## config.mk

```make
export PLATFORM = sky130hd
export DESIGN_NAME = charge_timer_thermistor_ctrl
export DESIGN_NICKNAME = d
export VERILOG_FILES = /design/src/hw/chg_timer_pkg.sv /design/src/hw/charge_timer_thermistor_ctrl.sv
export SDC_FILE = /design/constraint.sdc
export NUM_CORES = 1
export LEC_CHECK = 0
export BUFFER_PORTS_ARGS = -buffer_cell sky130_fd_sc_hd__buf_2
export CORE_MARGIN = 10
export CORE_UTILIZATION = 45
export DETAILED_ROUTE_END_ITERATION = 16
export HOLD_SLACK_MARGIN = 0.06
export PLACE_DENSITY = 0.72
export SYNTH_ARGS = -nofsm -noshare
export SYNTH_HDL_FRONTEND = slang
export SYNTH_SLANG_ARGS = --single-unit
export TNS_END_PERCENT = 1
```

## constraint.sdc

```tcl
create_clock -name core_clk -period 6.6 [get_ports core_clk]
set_input_delay 0.33 -clock core_clk [delete_from_list [all_inputs] [get_ports core_clk]]
set_output_delay 0.33 -clock core_clk [all_outputs]
set_load 0.05 [all_outputs]
```

## src/hw/chg_timer_pkg.sv

```systemverilog
package chg_timer_pkg;
	// register address and field positions
	localparam logic [7:0] ctl_reg_addr = 8'h07;
	localparam int stretch_bit = 7;
	localparam int limit_hi_bit = 6;
	localparam int limit_lo_bit = 5;
	localparam int spare_bit = 4;
	localparam int monitor_bit = 3;
	localparam int fault_hi_bit = 2;
	localparam int fault_lo_bit = 1;
	localparam int half_bit = 0;
	// reset values of the writable fields
	localparam logic rst_stretch = 1'b0;
	localparam logic [1:0] rst_limit = 2'b00;
	localparam logic rst_spare = 1'b1;
	localparam logic rst_monitor = 1'b1;
	localparam logic rst_half = 1'b0;
	// fault codes
	localparam logic [1:0] fault_none = 2'b00;
	localparam logic [1:0] fault_suspend = 2'b01;
	localparam logic [1:0] fault_cool = 2'b10;
	localparam logic [1:0] fault_warm = 2'b11;
	// safety timer limits
	localparam logic [1:0] limit_27min = 2'b00;
	localparam logic [1:0] limit_6h = 2'b01;
	localparam logic [1:0] limit_9h = 2'b10;
	localparam logic [1:0] limit_off = 2'b11;
	localparam int reg_drop_mv = 140;
	localparam logic [7:0] reg_drop_code = 8'(reg_drop_mv);
	// timing: one timer tick per second
	localparam longint clk_hz = 100000000;
	localparam int tick_s = 1;
	localparam longint tick_cycles = clk_hz * tick_s;
	localparam int secs_27min = 27 * 60;
	localparam int secs_6h = 6 * 3600;
	localparam int secs_9h = 9 * 3600;

	// temperature comparator results
	typedef struct packed {
		logic below_cold;
		logic below_cool;
		logic above_warm;
		logic above_hot;
	} temp_cmp_s;

	// conditions that slow the timer
	typedef struct packed {
		logic input_current_limit;
		logic input_voltage_power_limit;
		logic thermal_regulation;
		logic battery_short_condition;
	} limit_cond_s;
endpackage

```

## src/hw/charge_timer_thermistor_ctrl.sv

```systemverilog
`timescale 1ns/1ps
// How it works
// - thermistor monitor enable bit, read/write, resets to one.
// - read-only fault code: 00 normal, 01 suspend, 10 cool halves current.
// - warm region reports 11 and lowers regulation voltage by 140 mV.
// - half-current bit, reset zero, halves programmed charge current when set.
// - stretch enable with active condition advances safety timer at half rate.
// - current limit, voltage limit, thermal, half bit, short, cool each stretch.
// - stretch enable zero keeps timer at normal rate always.
// - two-bit limit selects 27 min, 6 h, 9 h or off, default 00.
module charge_timer_thermistor_ctrl #(
	parameter longint tick_count = chg_timer_pkg::tick_cycles
) (
	// clock and reset
	input wire logic core_clk,
	input wire logic rst,
	// register port
	input wire logic reg_wr,
	input wire logic [7:0] reg_addr,
	input wire logic [7:0] reg_wdata,
	output logic [7:0] reg_rdata,
	// analog status, asynchronous
	input wire chg_timer_pkg::temp_cmp_s temp_cmp,
	input wire chg_timer_pkg::limit_cond_s limit_cond,
	input wire logic charging,
	// controls to the power stage
	output logic charge_suspend,
	output logic half_current,
	output logic [7:0] vreg_drop_mv,
	output logic timer_expired
);
	import chg_timer_pkg::*;

	// control register fields
	logic timer_stretch_enable;
	logic [1:0] timer_limit;
	logic spare;
	logic thermistor_monitor_enable;
	logic half_current_select;
	logic [1:0] temp_fault_code;

	// synchroniser stages and the accepted levels
	logic [2:0] tsync [4];
	logic [2:0] lsync [5];
	logic [3:0] tcmp;
	logic [4:0] lcond;

	// safety timer state
	logic [31:0] tick_cnt;
	logic [15:0] sec_cnt;
	logic half_phase;

	// raw asynchronous levels; charging sits above the four limit conditions
	wire logic [3:0] tcmp_raw = temp_cmp;
	wire logic [4:0] cond_raw = {charging, limit_cond};

	// fault code from comparator bits 3 below_cold, 2 below_cool, 1 above_warm, 0 above_hot
	function automatic logic [1:0] fault_of(input logic enable, input logic [3:0] cmp);
		logic suspend_zone;
		logic cool_zone;
		logic warm_zone;
		suspend_zone = cmp[3] | cmp[0];
		cool_zone = cmp[2] & ~cmp[3];
		warm_zone = cmp[1] & ~cmp[0];
		if (!enable)
			return fault_none;
		else if (suspend_zone)
			return fault_suspend;
		else if (cool_zone)
			return fault_cool;
		else if (warm_zone)
			return fault_warm;
		else
			return fault_none;
	endfunction

	// seconds allowed by a timer limit code; the off code holds the timer cleared instead
	function automatic logic [15:0] limit_of(input logic [1:0] code);
		case (code)
			limit_27min: return 16'(secs_27min);
			limit_6h: return 16'(secs_6h);
			limit_9h: return 16'(secs_9h);
			default: return 16'(secs_9h);
		endcase
	endfunction

	// three-stage synchronisers; a change is accepted when stages two and three agree
	genvar g;
	generate
		for (g = 0; g < 4; g++) begin : g_ts
			always_ff @(posedge core_clk) begin
				tsync[g] <= {tsync[g][1:0], tcmp_raw[g]};
			end
			always_ff @(posedge core_clk) begin
				if (rst)
					tcmp[g] <= 1'b0;
				else if (tsync[g][1] == tsync[g][2])
					tcmp[g] <= tsync[g][2];
			end
		end
		for (g = 0; g < 5; g++) begin : g_ls
			always_ff @(posedge core_clk) begin
				lsync[g] <= {lsync[g][1:0], cond_raw[g]};
			end
			always_ff @(posedge core_clk) begin
				if (rst)
					lcond[g] <= 1'b0;
				else if (lsync[g][1] == lsync[g][2])
					lcond[g] <= lsync[g][2];
			end
		end
	endgenerate

	// fault code for the next edge and the power-stage requests it makes
	wire logic [1:0] next_fault = fault_of(thermistor_monitor_enable, tcmp);
	wire logic next_suspend = (next_fault == fault_suspend);
	wire logic next_cool = (next_fault == fault_cool);
	wire logic next_warm = (next_fault == fault_warm);
	wire logic next_half = half_current_select | next_cool;
	wire logic [7:0] next_drop = next_warm ? reg_drop_code : 8'h00;

	// register decode; the read image carries the live fault code
	wire logic addr_hit = (reg_addr == ctl_reg_addr);
	wire logic wr_hit = reg_wr && addr_hit;
	wire logic [7:0] reg_image = {timer_stretch_enable, timer_limit, spare,
		thermistor_monitor_enable, temp_fault_code, half_current_select};

	// conditions that stretch the safety timer
	wire logic rate_limited = |lcond[3:0];
	wire logic cool_region = (temp_fault_code == fault_cool);
	wire logic stretch_cond = rate_limited | half_current_select | cool_region;
	wire logic slow = timer_stretch_enable & stretch_cond;

	// timer control: held cleared while not charging or with the timers off
	wire logic charging_now = lcond[4];
	wire logic timers_on = (timer_limit != limit_off);
	wire logic timer_hold = rst || !charging_now || !timers_on;
	wire logic tick = (tick_cnt == 32'(tick_count - 1));
	wire logic [15:0] limit_secs = limit_of(timer_limit);
	wire logic at_limit = (sec_cnt == limit_secs);
	wire logic count_sec = tick && (!slow || half_phase) && !at_limit;

	// timer stretch enable
	always_ff @(posedge core_clk) begin
		if (rst)
			timer_stretch_enable <= rst_stretch;
		else if (wr_hit)
			timer_stretch_enable <= reg_wdata[stretch_bit];
	end

	// timer limit
	always_ff @(posedge core_clk) begin
		if (rst)
			timer_limit <= rst_limit;
		else if (wr_hit)
			timer_limit <= reg_wdata[limit_hi_bit:limit_lo_bit];
	end

	// spare bit, stored and read back only
	always_ff @(posedge core_clk) begin
		if (rst)
			spare <= rst_spare;
		else if (wr_hit)
			spare <= reg_wdata[spare_bit];
	end

	// thermistor monitor enable
	always_ff @(posedge core_clk) begin
		if (rst)
			thermistor_monitor_enable <= rst_monitor;
		else if (wr_hit)
			thermistor_monitor_enable <= reg_wdata[monitor_bit];
	end

	// half-current select; the fault bits of the write data go nowhere
	always_ff @(posedge core_clk) begin
		if (rst)
			half_current_select <= rst_half;
		else if (wr_hit)
			half_current_select <= reg_wdata[half_bit];
	end

	// fault code, driven only by the comparators and the monitor enable
	always_ff @(posedge core_clk) begin
		if (rst)
			temp_fault_code <= fault_none;
		else
			temp_fault_code <= next_fault;
	end

	// charge suspend
	always_ff @(posedge core_clk) begin
		if (rst)
			charge_suspend <= 1'b0;
		else
			charge_suspend <= next_suspend;
	end

	// half current
	always_ff @(posedge core_clk) begin
		if (rst)
			half_current <= 1'b0;
		else
			half_current <= next_half;
	end

	// regulation voltage drop
	always_ff @(posedge core_clk) begin
		if (rst)
			vreg_drop_mv <= 8'h00;
		else
			vreg_drop_mv <= next_drop;
	end

	// timer prescaler, one tick per timer second
	always_ff @(posedge core_clk) begin
		if (timer_hold)
			tick_cnt <= '0;
		else
			tick_cnt <= tick ? '0 : tick_cnt + 32'd1;
	end

	// every other tick is skipped while slowed
	always_ff @(posedge core_clk) begin
		if (timer_hold)
			half_phase <= 1'b0;
		else if (tick)
			half_phase <= slow ? ~half_phase : 1'b0;
	end

	// elapsed seconds, saturating at the limit
	always_ff @(posedge core_clk) begin
		if (timer_hold)
			sec_cnt <= '0;
		else if (count_sec)
			sec_cnt <= sec_cnt + 16'd1;
	end

	// expiry flag
	always_ff @(posedge core_clk) begin
		if (timer_hold)
			timer_expired <= 1'b0;
		else
			timer_expired <= at_limit;
	end

	// read data register, zero for unmapped addresses
	always_ff @(posedge core_clk) begin
		if (rst)
			reg_rdata <= 8'h00;
		else if (addr_hit)
			reg_rdata <= reg_image;
		else
			reg_rdata <= 8'h00;
	end
endmodule

```

==> summary.md <==
The class of the most critical setup path was reg -> reg. The logs give 0 for the Yosys warning count and 2,998 for the total number of vias. The analysis attributes to cell leakage a power of 1.74 nW. At the placement stage, the worst setup path has a slack of 3.91 ns. In the layout the commonest cells are 105 x sky130_fd_sc_hd__dfxtp_1, 58 x sky130_fd_sc_hd__nor2_1, 39 x sky130_fd_sc_hd__buf_2. TritonCTS built the clock tree. The run gives 495 as the net count reported at finish. The number of port buffers came out at 39. The H-tree was split into 3 levels.

Area growth from synthesis to final layout: 13.3%. Of the post-synthesis cell area, the part taken by muxes is 2.51%. Setup repair after global routing left no endpoint under its margin. Synthesized-area fraction occupied by xor and xnor cells: 6.81%. The most used flip-flop cell after synthesis is sky130_fd_sc_hd__dfxtp_1. The clock-pin slew on the worst setup and hold paths works out to 0.10 ns. IR analysis of the VDD net gives a maximum drop of 190 uV. For the starting utilization of the core area, the log shows 45.9%.

Setup total negative slack on the finished layout was measured at 0 ns. The clock latency of the later-clocked register in the worst-skew pair was 0.36 ns; the average via count per standard cell was 5.20. The areal power density over the cells is 243 nW/um^2. The die is 114 um wide.

The share of the yosys chip area belonging to registers came out at 52.7%. The region available for standard cell placement spans 8680 sq um. For the initial antenna violation count, the log shows 0. Worst hold slack: 0.203 ns. The maximum number of pins on one net before global-route repair was 31; the global placement routability congestion was 0.831. The run gives 7600 um as the final wirelength. After Yosys synthesis, full adders, half adders and majority gates account for 0.941% of the synthesized area.

The via count of the first global-routing pass came out at 2,963. After the first detailed-routing iteration, the DRC count stood at 129. Transition time at the pin with the least slew margin: 1.02 ns.

Die footprint: 13,000 sq um. The pre-antenna-repair detailed-routing pass consisted of 4 iterations. The synthesized design contains 0 enable-type register cells. By area, the combinational part of the netlist is dominated by simple AND/OR/NAND/NOR gates.

The tools report the cell row count as 34. The half-perimeter wire length after placement is 5500 um, and the final period demand of the worst path is 2.69 ns. The root buffer cell chosen for the clock tree is sky130_fd_sc_hd__clkbuf_8. Counting distinct cell types in the post-synthesis netlist gives 47. The largest fanout of any net on the critical path came out at 16. The data required time at the worst endpoint was 6.85 ns. In this run the tightest slew margin relative to its limit is 32.3%.

Overall power consumption after layout is estimated at 0.00110 W. For this run, the total global-route usage over all layers was measured as 12.4%. From bottom edge to top edge, the die measures 114 um. The tightest min-delay check is of the in -> reg type. The cell area that synthesis handed to floorplanning was 3990 sq um.

The routed length per instance came out at 13.2 um. The maximum clock insertion buffer count was 2; the overall overflow remaining after global route was 0. After synthesis, the share of flip-flops with an asynchronous set or reset is 0%. The flow ran to the end, and the final reports show no timing, DRC or antenna violations.

Post-CTS repair changed the size of 0 cells. Max-cap violations in this run came to 0. For this run, the top clock speed supported by timing is 371 MHz. On the final layout, the worst clock skew is 0.00924 ns.

The first global-routing pass estimated 13,400 um of wire. Setup violations remaining at the end of the flow were counted as 0. In this run, synthesis produced a sequential element count of 105. The arrival time at the worst endpoint came out at 2.95 ns.

The count of pins over their slew limit was 0; the synthesized netlist cell count was 421. In the routed design, unresolved DRC markers number 0. Once detail routing completed, the nets flagged for antenna violations numbered 0. Of the total synthesized cell area, the portion taken by AND, OR, NAND and NOR gates is 25.3%. 0 antenna diodes ended up in the layout. The total CTS buffers was 9. The run gives 47 as the number of placed I/O pins. The commonest non-fill, non-tap cell in the layout is sky130_fd_sc_hd__dfxtp_1. The final setup slack of the worst path came out at 3.91 ns. The worst setup path is captured at a register. The tools report the startpoint type of the worst setup path as a register.

The area fraction in compound gates after synthesis works out to 8.19%. After layout, the worst path uses 40.8% of the clock period. The proportion of layout cells with a drive suffix above 1 is 14.1%, and the clock sink count is 105. The final hold violation count was 0; the synthesized area per cell was 9.47 sq um.
-- flip-flops by register name, indices dropped and copies added (netlist names) --
name,flops
tick_cnt,32
sec_cnt,16
lsync,15
tsync,12
reg_rdata,8
lcond,4
tcmp,4
temp_fault_code,2
timer_limit,2
charge_suspend,1
charging_now,1
half_current,1
half_current_select,1
half_phase,1
spare,1
thermistor_monitor_enable,1
timer_expired,1
timer_stretch_enable,1
vreg_drop_mv,1
-- worst paths after layout --
kind	to	cells past startpoint	slack, ns	startpoint
max	sec_cnt[6]$_SDFFE_PP0P_	5	3.91	half_current_select$_SDFFE_PP0P_
max reg2reg	sec_cnt[6]$_SDFFE_PP0P_	5	3.91	half_current_select$_SDFFE_PP0P_
min	half_current_select$_SDFFE_PP0P_	3	0.20	reg_wdata[0]
min reg2reg	tsync[0][1]$_DFF_P_	0	0.33	tsync[0][0]$_DFF_P_
-- repair_timing --
item / in CTS / in global routing
setup buffers: 0 / 0
endpoints found under the hold margin: 9 / 0
hold buffers: 9 / 0
-- cell families after synthesis --
group                      count (synthesis)
other                                      1
xor gates and xnor gates                  31
AOI/OAI and AO/OA                         49
buffers and inverters                     28
and+or+nand+nor                          194
adders and majority gates                  3
muxes                                     10
DFF                                      105
-- stage by stage --
| step | instance area, sq um | cells | utilization, % |
|---|---|---|---|
| 2_1_floorplan | 4000 | 425 | - |
| 3_3_place_gp | 4220 | 552 | 48.7 |
| 3_5_place_dp | 4220 | 552 | 48.7 |
| 4_1_cts | 4520 | 577 | 52.1 |
| 5_1_grt | 4520 | 577 | 52.1 |
| 6_report | 4520 | 577 | 52.1 |
-- metal layers --
layer	wire [um]	track usage (%)	up-vias
li1	-	-	1524
met1	3360	14.4	1424
met2	3770	20.8	45
met3	395	3.72	5
met4	66	5.01	0
met5	0	0	-
-- area by class of cell --
class / instances / area [sq um]
Sequential cell: 105 / 2100
Clock inverter: 6 / 66.3
Clock buffer: 10 / 138
Multi-Input combinational cell: 292 / 1760
Tap cell: 108 / 135
Inverter: 8 / 30.0
Timing Repair Buffer: 48 / 285
Fill cell: 824 / 4160
-- synth_stat cells (5+ instances only) --
master | number | area, sq um
sky130_fd_sc_hd__nor2b_1 | 6 | 37.5
sky130_fd_sc_hd__buf_4 | 7 | 52.6
sky130_fd_sc_hd__nor4_1 | 6 | 37.5
sky130_fd_sc_hd__dfxtp_1 | 105 | 2100
sky130_fd_sc_hd__or3_1 | 5 | 31.3
sky130_fd_sc_hd__inv_1 | 8 | 30.0
sky130_fd_sc_hd__a21oi_1 | 17 | 85.1
sky130_fd_sc_hd__nor3_1 | 5 | 25.0
sky130_fd_sc_hd__and2_1 | 7 | 43.8
sky130_fd_sc_hd__nor2_1 | 58 | 218
sky130_fd_sc_hd__and3_1 | 11 | 68.8
sky130_fd_sc_hd__xor2_1 | 17 | 149
sky130_fd_sc_hd__nand2b_1 | 7 | 43.8
sky130_fd_sc_hd__nand4_1 | 12 | 75.1
sky130_fd_sc_hd__nand2_1 | 32 | 120
sky130_fd_sc_hd__mux2i_1 | 10 | 100
sky130_fd_sc_hd__and4_1 | 6 | 52.6
sky130_fd_sc_hd__xnor2_1 | 14 | 123
sky130_fd_sc_hd__clkbuf_1 | 12 | 45.0
sky130_fd_sc_hd__nand3_1 | 24 | 120
sky130_fd_sc_hd__o21ai_0 | 16 | 80.1
-- worst max-delay path: stages, from the launching register on --
cell                        delay (ns)
sky130_fd_sc_hd__dfxtp_1          0.36
sky130_fd_sc_hd__or4_4            0.54
sky130_fd_sc_hd__o311a_4          0.35
sky130_fd_sc_hd__a2111oi_4        0.92
sky130_fd_sc_hd__and3_2           0.33
sky130_fd_sc_hd__o21ai_0          0.09
-- report_power, final --
part | internal [W] | switching [W]
sequential | 0.000648 | 0.00000753
clock | 0.000187 | 0.000212
combinational | 0.0000156 | 0.0000260
total | 0.000850 | 0.000245
(Power assumes the default switching activity.)
